[config.mk]
export PLATFORM = sky130hd
export DESIGN_NAME = wrap_timer
export DESIGN_NICKNAME = d
export VERILOG_FILES = /design/src/design/wrap_timer_pkg.sv /design/src/design/wrap_timer.sv
export SDC_FILE = /design/constraint.sdc
export NUM_CORES = 1
export LEC_CHECK = 0
export ABC_CLOCK_PERIOD_IN_PS = 2400
export BUFFER_PORTS_ARGS = -buffer_cell sky130_fd_sc_hd__clkbuf_2
export CORE_UTILIZATION = 48
export CTS_CLUSTER_DIAMETER = 30
export CTS_CLUSTER_SIZE = 12
export DETAILED_ROUTE_END_ITERATION = 16
export GPL_TIMING_DRIVEN = 0
export PLACE_DENSITY = 0.78
export SLEW_MARGIN = 20
export SYNTH_ARGS = -nofsm -noshare
export SYNTH_HDL_FRONTEND = slang
export SYNTH_SLANG_ARGS = --single-unit
[constraint.sdc]
create_clock -name clk -period 2.4 [get_ports clk]
set_clock_uncertainty 0.15 [all_clocks]
set_input_delay 0.72 -clock clk [delete_from_list [all_inputs] [get_ports clk]]
set_output_delay 0.72 -clock clk [all_outputs]
set_load 0.05 [all_outputs]
[src/design/wrap_timer_pkg.sv]
// Constants shared by the modulo timer design
package wrap_timer_pkg;

  // Register byte offsets (one aligned word each)
  localparam logic [3:0] OFS_STATUS_CONTROL = 4'h0;
  localparam logic [3:0] OFS_CLOCK_CONFIG   = 4'h4;
  localparam logic [3:0] OFS_LIVE_VALUE     = 4'h8;
  localparam logic [3:0] OFS_WRAP_LIMIT     = 4'hc;

  // Status/control field positions
  localparam int SC_OVERFLOW_BIT = 7;
  localparam int SC_IRQ_EN_BIT   = 6;
  localparam int SC_CLEAR_BIT    = 5;
  localparam int SC_HALT_BIT     = 4;

  // Clock config field positions
  localparam int CK_SRC_LSB = 4;
  localparam int CK_PS_LSB  = 0;

  // Reset values
  localparam logic       HALT_RESET      = 1'b1;
  localparam logic [1:0] SRC_RESET       = 2'h0;
  localparam logic [3:0] PS_RESET        = 4'h0;
  localparam logic [7:0] LIMIT_RESET     = 8'h00;
  localparam logic [7:0] COUNT_RESET     = 8'h00;

  // Largest prescale code; codes above it divide by 256
  localparam logic [3:0] PS_MAX = 4'h8;

  // AXI responses
  localparam logic [1:0] RESP_OKAY   = 2'h0;
  localparam logic [1:0] RESP_SLVERR = 2'h2;

  // Clock source codes
  typedef enum logic [1:0] {
    SRC_BUS       = 2'h0,
    SRC_FIXED     = 2'h1,
    SRC_EXT_FALL  = 2'h2,
    SRC_EXT_RISE  = 2'h3
  } source_e;

endpackage

[src/design/wrap_timer.sv]
// Eight-bit modulo timer with AXI4-Lite register access
// How it works
// - 8-bit up-counter, free running or limited by a modulo value.
// - Prescaler input picks bus, fixed clock, or external rising/falling edges.
// - Prescaler divides by 1, 2, 4 ... 256.
// - With chaining on and external selected, count partner overflows instead.
// - Wait mode does not stop an enabled timer.
// - Stop mode freezes counting whatever the settings; no wake-up from stop.
// - Reset leaving stop restores reset state; interrupt exit keeps state.
// - Debug mode holds the count; clear or limit write still act.
// - External count input passes a two-flop synchroniser before edge use.
// - Overflow flag bit 7 sets on wrap from limit; software cannot set.
// - Flag clears by writing 0 after reading it set.
// - Flag also clears on counter clear or any limit write.
// - Bit 6 enables interrupt; request while enable and flag both set.
// - Bit 5 writing 1 zeroes the count and flag; reads return 0.
// - Bit 4 halts counting, set by reset; clearing resumes.
// - Status bits 3:0 read as zero.
// - Source field bits 5:4; changing it keeps the count.
// - Prescale field bits 3:0; codes above 8 divide by 256.
// - Limit zero is free running; limit write zeroes count and flag.
// - Count increments to the limit, then wraps to zero and sets flag.
//
// Structure overview
// All state sits in one packed struct, registered by one process.
// The next value is built in one combinational process.
// Bus side: AXI4-Lite slave, one write and one read in flight.
// Address and data halves may arrive in either order.
// A write lands one cycle after both halves are held.
// The write answer rises in the same cycle the write lands.
// A read answers one cycle after its address is taken.
// Unmapped offsets answer with a slave error and read as zero.
// Only byte lane 0 carries register data; other lanes are ignored.
// Writes with lane 0 disabled are ignored but still answered.
//
// Count side: four sources feed an 8-bit free prescaler.
// The prescaler only advances on a selected source edge.
// A tick comes out when the selected low bits are all ones.
// Each tick steps the count by one, or wraps it at the limit.
// A wrap raises the flag and a one-cycle overflow pulse.
// The pulse may feed a partner instance's chained input.
//
// Hazards and limits
// External and fixed clocks are asynchronous levels.
// They pass two flops, so edges are seen two cycles late.
// Pins faster than a quarter of the bus clock lose edges.
// Chaining assumes the partner pulse is on this clock.
// Stop and debug freeze counting but keep every register.
// A software clear beats a same-cycle wrap by choice.
// A hardware wrap beats a same-cycle software flag clear.
module wrap_timer #(
  parameter int ADDR_W = 4
) (
  input  wire logic              clk,
  input  wire logic              rst_n,
  // AXI4-Lite slave
  input  wire logic [ADDR_W-1:0] s_axi_awaddr,
  input  wire logic              s_axi_awvalid,
  output logic                   s_axi_awready,
  input  wire logic [31:0]       s_axi_wdata,
  input  wire logic [3:0]        s_axi_wstrb,
  input  wire logic              s_axi_wvalid,
  output logic                   s_axi_wready,
  output logic [1:0]             s_axi_bresp,
  output logic                   s_axi_bvalid,
  input  wire logic              s_axi_bready,
  input  wire logic [ADDR_W-1:0] s_axi_araddr,
  input  wire logic              s_axi_arvalid,
  output logic                   s_axi_arready,
  output logic [31:0]            s_axi_rdata,
  output logic [1:0]             s_axi_rresp,
  output logic                   s_axi_rvalid,
  input  wire logic              s_axi_rready,
  // Count sources and system modes
  input  wire logic              ext_count_input,
  input  wire logic              fixed_freq_clock,
  input  wire logic              partner_overflow,
  input  wire logic              chain_enable,
  input  wire logic              stop_mode,
  input  wire logic              debug_active,
  // Results
  output logic                   overflow_pulse,
  output logic                   irq
);

  // Whole module state
  // Bus part: held halves, answers and their payloads.
  // Sync part: two flops plus a last copy per async input.
  // Count part: prescaler, count, limit and control bits.
  // Flag part: overflow flag and its read-before-clear arm.
  // Keeping it in one struct makes reset and hold uniform.
  typedef struct packed {
    logic                  aw_held;
    logic [ADDR_W-1:0]     aw_addr;
    logic                  w_held;
    logic [31:0]           w_data;
    logic [3:0]            w_strb;
    logic                  bvalid;
    logic [1:0]            bresp;
    logic                  rvalid;
    logic [31:0]           rdata;
    logic [1:0]            rresp;
    logic                  ext_meta;
    logic                  ext_sync;
    logic                  ext_last;
    logic                  fix_meta;
    logic                  fix_sync;
    logic                  fix_last;
    logic [7:0]            prescale;
    logic [7:0]            count;
    logic [7:0]            limit;
    logic                  overflow_flag;
    logic                  flag_seen;
    logic                  overflow_irq_enable;
    logic                  counter_halt;
    logic [1:0]            source_select;
    logic [3:0]            prescale_select;
    logic                  ovf_pulse;
  } state_s;

  state_s state_reg;
  state_s state_next;

  // Division mask for a prescale code: pulse when low bits all ones
  function automatic logic [7:0] ps_mask(input logic [3:0] code);
    logic [3:0] c;
    c = (code > wrap_timer_pkg::PS_MAX) ? wrap_timer_pkg::PS_MAX : code;
    ps_mask = 8'((9'h001 << c) - 9'h001);
  endfunction

  // Read data for a register offset
  function automatic logic [31:0] read_word(input logic [ADDR_W-1:0] a, input state_s s);
    logic [7:0] v;
    v = 8'h00;
    unique case (a[3:0])
      wrap_timer_pkg::OFS_STATUS_CONTROL: v = {s.overflow_flag, s.overflow_irq_enable, 1'b0,
                                               s.counter_halt, 4'h0};
      wrap_timer_pkg::OFS_CLOCK_CONFIG:   v = {2'b00, s.source_select, s.prescale_select};
      wrap_timer_pkg::OFS_LIVE_VALUE:     v = s.count;
      wrap_timer_pkg::OFS_WRAP_LIMIT:     v = s.limit;
      default:                            v = 8'h00;
    endcase
    read_word = {24'h000000, v};
  endfunction

  function automatic logic known_addr(input logic [ADDR_W-1:0] a);
    known_addr = (a[3:0] == wrap_timer_pkg::OFS_STATUS_CONTROL) || (a[3:0] == wrap_timer_pkg::OFS_CLOCK_CONFIG) ||
                 (a[3:0] == wrap_timer_pkg::OFS_LIVE_VALUE) || (a[3:0] == wrap_timer_pkg::OFS_WRAP_LIMIT);
  endfunction

  logic       wr_fire;
  logic       wr_sc;
  logic       wr_ck;
  logic       wr_lim;
  logic       rd_fire;
  logic       src_edge;
  logic       tick;
  logic       do_clear;
  logic       wrap;
  logic       run;

  // Handshake outputs: one write and one read in flight
  // Ready lines are combinational from registered state only.
  // No path runs from a valid input to a ready output,
  // so a master cannot form a loop through this block.
  // Answers and data come straight from flops.
  assign s_axi_awready  = !state_reg.aw_held && !state_reg.bvalid;
  assign s_axi_wready   = !state_reg.w_held && !state_reg.bvalid;
  assign s_axi_arready  = !state_reg.rvalid;
  assign s_axi_bvalid   = state_reg.bvalid;
  assign s_axi_bresp    = state_reg.bresp;
  assign s_axi_rvalid   = state_reg.rvalid;
  assign s_axi_rdata    = state_reg.rdata;
  assign s_axi_rresp    = state_reg.rresp;
  assign overflow_pulse = state_reg.ovf_pulse;
  // interrupt while enable and flag set
  assign irq            = state_reg.overflow_irq_enable && state_reg.overflow_flag;

  // Write happens when both halves are held; byte lane 0 carries the data
  assign wr_fire = state_reg.aw_held && state_reg.w_held && !state_reg.bvalid;
  assign wr_sc   = wr_fire && state_reg.w_strb[0] && state_reg.aw_addr[3:0] == wrap_timer_pkg::OFS_STATUS_CONTROL;
  assign wr_ck   = wr_fire && state_reg.w_strb[0] && state_reg.aw_addr[3:0] == wrap_timer_pkg::OFS_CLOCK_CONFIG;
  assign wr_lim  = wr_fire && state_reg.w_strb[0] && state_reg.aw_addr[3:0] == wrap_timer_pkg::OFS_WRAP_LIMIT;
  assign rd_fire = s_axi_arvalid && s_axi_arready;

  // clear bit and limit write both zero the count
  assign do_clear = (wr_sc && state_reg.w_data[wrap_timer_pkg::SC_CLEAR_BIT]) || wr_lim;

  // source edge select; chaining replaces the pin
  always_comb begin
    src_edge = 1'b0;
    unique case (wrap_timer_pkg::source_e'(state_reg.source_select))
      wrap_timer_pkg::SRC_BUS:      src_edge = 1'b1;
      wrap_timer_pkg::SRC_FIXED:    src_edge = state_reg.fix_sync && !state_reg.fix_last;
      wrap_timer_pkg::SRC_EXT_FALL: src_edge = chain_enable ? partner_overflow
                                                            : (!state_reg.ext_sync && state_reg.ext_last);
      wrap_timer_pkg::SRC_EXT_RISE: src_edge = chain_enable ? partner_overflow
                                                            : (state_reg.ext_sync && !state_reg.ext_last);
    endcase
  end

  // wait mode is not an input: the timer just keeps running
  // stop freezes; debug holds; halt bit freezes
  assign run  = !state_reg.counter_halt && !stop_mode && !debug_active;
  // prescaler pulse when low bits are all ones
  // mask from prescale code, saturating at 256
  assign tick = run && src_edge &&
                ((state_reg.prescale & ps_mask(state_reg.prescale_select)) == ps_mask(state_reg.prescale_select));
  // wrap at limit; limit zero wraps at full range
  assign wrap = tick && (state_reg.limit == 8'h00 ? state_reg.count == 8'hff : state_reg.count == state_reg.limit);

  // Next-state logic
  // Order of the steps matters: later steps win.
  // 1. Synchronisers shift every cycle.
  // 2. Bus halves captured, write fired, answers retired.
  // 3. Register writes applied from held data.
  // 4. Prescaler advances on each running source edge; count advances on a tick.
  // 5. Wrap sets the flag over a software clear.
  // 6. Clear bit or limit write override everything.
  // Debug and stop only gate the run term, so a clear
  // or limit write still acts while frozen.
  always_comb begin
    state_next = state_reg;
    state_next.ovf_pulse = 1'b0;

    // two flops before edge detection on the pin
    state_next.ext_meta = ext_count_input;
    state_next.ext_sync = state_reg.ext_meta;
    state_next.ext_last = state_reg.ext_sync;
    // Fixed clock comes from another domain, so it gets the same treatment
    state_next.fix_meta = fixed_freq_clock;
    state_next.fix_sync = state_reg.fix_meta;
    state_next.fix_last = state_reg.fix_sync;

    // Capture address and data independently, either order
    if (s_axi_awvalid && s_axi_awready) begin
      state_next.aw_held = 1'b1;
      state_next.aw_addr = s_axi_awaddr;
    end
    if (s_axi_wvalid && s_axi_wready) begin
      state_next.w_held = 1'b1;
      state_next.w_data = s_axi_wdata;
      state_next.w_strb = s_axi_wstrb;
    end
    if (wr_fire) begin
      state_next.aw_held = 1'b0;
      state_next.w_held  = 1'b0;
      state_next.bvalid  = 1'b1;
      state_next.bresp   = known_addr(state_reg.aw_addr) ? wrap_timer_pkg::RESP_OKAY : wrap_timer_pkg::RESP_SLVERR;
    end
    if (state_reg.bvalid && s_axi_bready) begin
      state_next.bvalid = 1'b0;
    end

    // Reads answer one cycle after the address is taken
    if (rd_fire) begin
      state_next.rvalid = 1'b1;
      state_next.rdata  = read_word(s_axi_araddr, state_reg);
      state_next.rresp  = known_addr(s_axi_araddr) ? wrap_timer_pkg::RESP_OKAY : wrap_timer_pkg::RESP_SLVERR;
      // arm the clear once the flag has been seen set
      if (s_axi_araddr[3:0] == wrap_timer_pkg::OFS_STATUS_CONTROL && state_reg.overflow_flag) begin
        state_next.flag_seen = 1'b1;
      end
    end
    if (state_reg.rvalid && s_axi_rready) begin
      state_next.rvalid = 1'b0;
    end

    // Control writes
    if (wr_sc) begin
      state_next.overflow_irq_enable = state_reg.w_data[wrap_timer_pkg::SC_IRQ_EN_BIT];
      state_next.counter_halt        = state_reg.w_data[wrap_timer_pkg::SC_HALT_BIT];
      // writing 0 clears only after an armed read
      if (!state_reg.w_data[wrap_timer_pkg::SC_OVERFLOW_BIT] && state_reg.flag_seen) begin
        state_next.overflow_flag = 1'b0;
        state_next.flag_seen     = 1'b0;
      end
    end
    // source change leaves the count alone
    if (wr_ck) begin
      state_next.source_select   = state_reg.w_data[wrap_timer_pkg::CK_SRC_LSB +: 2];
      state_next.prescale_select = state_reg.w_data[wrap_timer_pkg::CK_PS_LSB +: 4];
    end
    if (wr_lim) begin
      state_next.limit = state_reg.w_data[7:0];
    end

    // Prescaler runs on every selected edge while active
    if (run && src_edge) begin
      state_next.prescale = state_reg.prescale + 8'h01;
    end

    if (tick) begin
      state_next.count = wrap ? 8'h00 : state_reg.count + 8'h01;
    end
    // hardware alone sets the flag; set wins over software clear
    if (wrap) begin
      state_next.overflow_flag = 1'b1;
      state_next.flag_seen     = 1'b0;
      state_next.ovf_pulse     = 1'b1;
    end
    // clear bit or limit write wins over everything, also in debug
    if (do_clear) begin
      state_next.count         = wrap_timer_pkg::COUNT_RESET;
      state_next.prescale      = 8'h00;
      state_next.overflow_flag = 1'b0;
      state_next.flag_seen     = 1'b0;
      state_next.ovf_pulse     = 1'b0;
    end
  end

  // reset restores everything; stop alone keeps state
  // Reset loads constants only; the struct default is zero
  // and the documented non-zero values are laid over it.
  // Halt starts set, so the count stays at zero until
  // software clears the halt bit.
  always_ff @(posedge clk or negedge rst_n) begin
    if (!rst_n) begin
      state_reg                 <= '0;
      state_reg.counter_halt    <= wrap_timer_pkg::HALT_RESET;
      state_reg.source_select   <= wrap_timer_pkg::SRC_RESET;
      state_reg.prescale_select <= wrap_timer_pkg::PS_RESET;
      state_reg.limit           <= wrap_timer_pkg::LIMIT_RESET;
      state_reg.count           <= wrap_timer_pkg::COUNT_RESET;
    end else begin
      state_reg <= state_next;
    end
  end

endmodule // wrap_timer

# Word-level counts from Yosys, hierarchy flattened
# Cells that the tools add are included.
# op_classes
add_sub_neg	3
multipliers	0
div	0
n_lt_le_gt_ge	1
eq_ne	12
n_shift	1
n_mux	28
bitwise_logic	1
n_reduce_logical	56
# op_table
cell	count
$mux 37	1
$mux 35	1
$pmux 8 s4	1
$logic_and 1x1->1	25
$mux 8	3
$add 8x1->8 const B	2
$eq 4x4->1 const B	4
$eq 8x8->1	2
$mux 16	1
$reduce_bool 2->1	6
$logic_not 1->1	11
$mux 1	11
$mux 2	5
$and 8x8->8	1
$eq 4x3->1 const B	2
$eq 8x8->1 const B	1
$logic_not 4->1	2
$logic_not 8->1	1
$mux 4	2
$shl 1x4->8 const A	1
$sub 8x1->8 const B	1
$logic_or 1x1->1	7
$reduce_bool 3->1	2
$mux 5	1
7 further kinds	8
# word_totals
ff_bits	97
latchBits	0
mem_bits_rw	0
romBits	0
input_bits	57
out_inout_bits	43
elab_cells	128
memories	0

# Logic depth before layout (Yosys ltp)
# logic_depth
depth_word	11
mapped_depth	10
ltp_nobuf	9

# Worst setup path before layout
# Ideal clock, no wire load.
# synth_timing
kind	input port to flip-flop
from	in stop_mode
to	reg state_reg[26] (netlist bit)
setup_ns	0.082
arrival_time_ns	2.431
t_required_ns	2.168
path_slack_ns	-0.263
stages	5
path_buffers	0
path_cell_list	or3_1 > a311oi_4 > o2111ai_2 > or4b_1 > a31oi_1
# synth_between
elab_chain_len	9
word_cells_on_any_way	10
cone_classes	mux (3); reduce/logical (7)
# synth_lines
element	line_no	source
from (decl)	wrap_timer.sv:79	input wire logic stop_mode,
$logic_not 1->1 *	wrap_timer.sv:204	assign run = !state_reg.counter_halt && !stop_mode && !debug_active;
$logic_and 1x1->1 * (2 in a row)	wrap_timer.sv:204	
$logic_and 1x1->1 * (2 in a row)	wrap_timer.sv:207	assign tick = run && src_edge &&
$logic_and 1x1->1	wrap_timer.sv:210	assign wrap = tick && (state_reg.limit == 8'h00 ? state_reg.count == 8'hff : state_reg.count == state_reg.limi ...
$mux 8	wrap_timer.sv:294	state_next.count = wrap ? 8'h00 : state_reg.count + 8'h01;
$mux 8	wrap_timer.sv:293	if (tick) begin
$mux 16	wrap_timer.sv:303	if (do_clear) begin
to (signal assigned)	wrap_timer.sv:326	state_reg <= state_next;
to (decl)	wrap_timer.sv:121	state_s state_reg;
# Every way passes the cells marked *; elsewhere a longest branch is shown, timed or not. The select of a mux whose other input is x is not followed.
# A chain may end at the register's enable or synchronous reset.

# Worst setup path after layout
# layout_timing
from	reg state_reg[12] (netlist bit)
to	reg state_reg[20] (netlist bit)
# layout_between
elab_chain_len	6
word_cells_on_any_way	7
cone_classes	eq/ne (1); mux (4); reduce/logical (2)
# layout_lines
element	line_no
$eq 8x8->1 or $logic_not 8->1 (tied branches)	wrap_timer.sv:210
$mux 1 *	wrap_timer.sv:210
$logic_and 1x1->1 *	wrap_timer.sv:210
$mux 8 *	wrap_timer.sv:294
$mux 8 *	wrap_timer.sv:293
$mux 16 *	wrap_timer.sv:303
# Marked as above.

==> results.sh <==
export IMPL_power_leakage_nw=2.193
export IMPL_ant_nets=0
export IMPL_synth_compound_area_share_pct=10.47
export IMPL_cp_data_required_time_ns=2.53
export IMPL_min_period_ns=2.439
export IMPL_die_x_um=89.13
export IMPL_finalSetupTns_ns=-0.08938
export IMPL_outcome="finished, violations left"
export IMPL_grt_pass1_vias=2640
export IMPL_combPwrFrac_pct=42.2
export IMPL_setup_viol=6
export IMPL_drc_errors=0
export IMPL_cp_start_kind="register"
export IMPL_start_util_pct=49.97
export IMPL_post_place_cells=516
export IMPL_finalHoldViolCount=0
export IMPL_seq_area_frac_synth_pct=46.74
export IMPL_endpoint_kind="register"
export IMPL_nNetsFinal=499
export IMPL_area_delta_synth_final_pct=24.28
export IMPL_post_dp_hpwl_um=5500
export IMPL_stdcell_area_um2=4528
export IMPL_first_pass_iters=4
export IMPL_vias=2812
export IMPL_dp_slack_ns=-0.6595
export IMPL_finalPower_mw=4.948
export IMPL_drtIter0Drc=195
export IMPL_p_clk_share_pct=18.6
export IMPL_hold_worst_slack_ns=0.1162
export IMPL_cts_made_buffers=9
export IMPL_ys_seq_elements=68
export IMPL_gp_congestion=0.8877
export IMPL_grt_usage_pct=21.17
export IMPL_overflow=0
export IMPL_layout_cells_non_filler=543
export IMPL_antenna_found_initial=0
export IMPL_crit_top_cell="buf_6"
export IMPL_diodes=0
export IMPL_ir_worst_vdd_mv=0.9463
export IMPL_port_buffers=46
export IMPL_placed_cell_area_um2=4131
export IMPL_clkSinkCount=68
export IMPL_max_freq_mhz=410.0
export IMPL_postLayoutSetupSlackWorst_ns=-0.03907
export IMPL_synth_top_family_by_area="simple AND/OR/NAND/NOR gates"
export IMPL_grt_max_degree=51
export IMPL_worstMarginPinSlew_ns=0.5854
export IMPL_synth_flop_cell="dfrtp_1"
export IMPL_grt_pass1_wl_um=12430
export IMPL_drive_gt1_share_pct=41.67
export IMPL_violations="negative setup slack"
export IMPL_cts_tree="done"
export IMPL_drv_cap=0
export IMPL_cts_max_level=3
export IMPL_yosysWarningCount=0
export IMPL_cp_max_fo=6
export IMPL_p_int_mw=2.968
export IMPL_synthCells=345
export IMPL_async_flop_share_pct=100.0
export IMPL_die_h_um=89.13
export IMPL_cp_cell_sequence="nor4_4, buf_4, nand2_1, a311oi_2, a311o_1, buf_6, buf_6, or3b_2, a21oi_1"
export IMPL_core_area_um2=7292
export IMPL_grt_setup_unrepaired="true"
export IMPL_detail_route_vias_per_cell=5.179
export IMPL_cp_slowest_cell="dfrtp_2"
export IMPL_synth_mux_area_share_pct=11.68
export IMPL_cts_buffer_depth=2
export IMPL_cts_clk_slew_worst_paths_ns=0.08
export IMPL_wire_per_inst_um=14.39
export IMPL_clkLatencyLatePin_ns=0.35
export IMPL_drt_total_wl_um=7815
export IMPL_root_buffer="clkbuf_8"
export IMPL_crit_arrival_ns=2.57
export IMPL_p_per_area_nw_per_um2=1093
export IMPL_die_area_um2=7943
export IMPL_slew_headroom_pct=60.88
export IMPL_drv_slew=0
export IMPL_ios=100
export IMPL_netlist_cell_type_count=58
export IMPL_finish_utilization_pct=62.10
export IMPL_syn_area_um2=3643
export IMPL_post_route_period_util_pct=101.6
export IMPL_synth_edf_count=0
export IMPL_switching_share_pct=40.01
export IMPL_pwr_share_seq_pct=39.2
export IMPL_synthXorXnorAreaFrac_pct=3.125
export IMPL_critical_path_class="register to register"
export IMPL_hp_class="input pin to async pin"
export IMPL_largest_reg_flops=51
export IMPL_synth_simple_area_share_pct=16.72
export IMPL_synthAdderAreaFrac_pct=1.030
export IMPL_netSwitchingPower_mw=1.980
export IMPL_avgSynthCellArea_um2=10.56
export IMPL_max_stage_delay_ns=0.43
export IMPL_rows=31
## critical path: cells and delay by family, from the launching register on
| family | cells | cell delay [ns] |
|---|---|---|
| and+or+nand+nor | 3 | 0.80 |
| DFF | 1 | 0.43 |
| AOI/OAI and AO/OA | 3 | 0.59 |
| buffers and inverters | 3 | 0.41 |
## cell usage in the layout, fill, tap and decap left out, types with 5 or more instances in the layout
| cell type | instances |
|---|---|
| dfrtp_1 | 60 |
| buf_4 | 49 |
| clkbuf_2 | 47 |
| mux2_2 | 34 |
| conb_1 | 26 |
| nand2_1 | 24 |
| nor2_1 | 18 |
| o21ai_0 | 13 |
| nand3_1 | 13 |
| inv_1 | 12 |
| xor2_1 | 9 |
| nand4_1 | 9 |
| clkbuf_8 | 9 |
| a21oi_1 | 8 |
| a22oi_1 | 7 |
| dfrtp_2 | 7 |
| clkbuf_1 | 5 |
| and3_1 | 5 |
| o211ai_1 | 5 |
## cell families (layout without fill, tap and decap cells)
family                     Yosys count  after routing
other                                1             26
adders and majority gates            3              3
AOI/OAI and AO/OA                   53             53
and+or+nand+nor                    110            110
xor gates and xnor gates            13             13
buffers and inverters               60            134
muxes                               37             37
DFF                                 68             68
## Yosys cell counts (7+ instances only)
| cell type | instances | area share [%] |
|---|---|---|
| buf_4 | 36 | 7.4 |
| a21oi_1 | 9 | 1.2 |
| clkbuf_1 | 10 | 1.0 |
| nand4_1 | 9 | 1.5 |
| nand2_1 | 24 | 2.5 |
| nand3_1 | 14 | 1.9 |
| xor2_1 | 9 | 2.2 |
| a22oi_1 | 7 | 1.4 |
| nor2_1 | 22 | 2.3 |
| mux2_2 | 34 | 11 |
| inv_1 | 12 | 1.2 |
| o21ai_0 | 13 | 1.8 |
| dfrtp_1 | 67 | 46 |
## routing by layer
metal  up-vias  GRT usage, %  wire length (um)  part of all wire [%]
li1       1358             -                 -                     -
met1      1325         26.59              3367                    43
met2       107         34.42              3751                    48
met3        22         4.155               432                   5.5
met4         0         11.83               264                   3.4
met5         -             0                 0                     0
## power groups by stage
| stage | Sequential, mW | Clock, mW | Combinational [mW] |
|---|---|---|---|
| after floorplan | 1.83 | 0 | 1.43 |
| after global placement | 1.91 | 0 | 1.69 |
| after detailed placement | 1.93 | 0 | 1.77 |
| after CTS | 1.91 | 0.937 | 1.96 |
| after global routing | 2.00 | 0.986 | 2.28 |
| final | 1.94 | 0.918 | 2.09 |
## area by class of cell
class	instances	area (um2)
fillers	611	2764
multi-input cells	242	1765
flip-flops and latches	68	1712
repair buffers	61	369.1
plain buffers	45	321.6
clock buffers	9	123.9
well taps	99	123.9
clock inverters	7	67.56
inverters	12	45.04
## worst paths after layout
path | start | depth (start not counted) | slack (ns) | endpoint
min | rst_n | 1 | 0.12 | s_axi_rdata[3]
max reg2reg | state_reg[12] | 9 | -0.04 | state_reg[20]
min reg2reg | state_next[36] | 0 | 0.20 | state_next[35]
max in group asynchronous | rst_n | 2 | 1.38 | state_reg[7]
min in group clk | state_next[36] | 0 | 0.20 | state_next[35]
max | state_reg[12] | 9 | -0.04 | state_reg[20]
## repair_timing
action | 4_1_cts | 5_1_grt
hold buffers | 0 | 0
buffers inserted | 9 | 5
resized for setup | 19 | 13
setup endpoints to repair | 32 | 19
pin swaps | 12 | 11
Note: power is estimated with default switching activity, not from simulation.
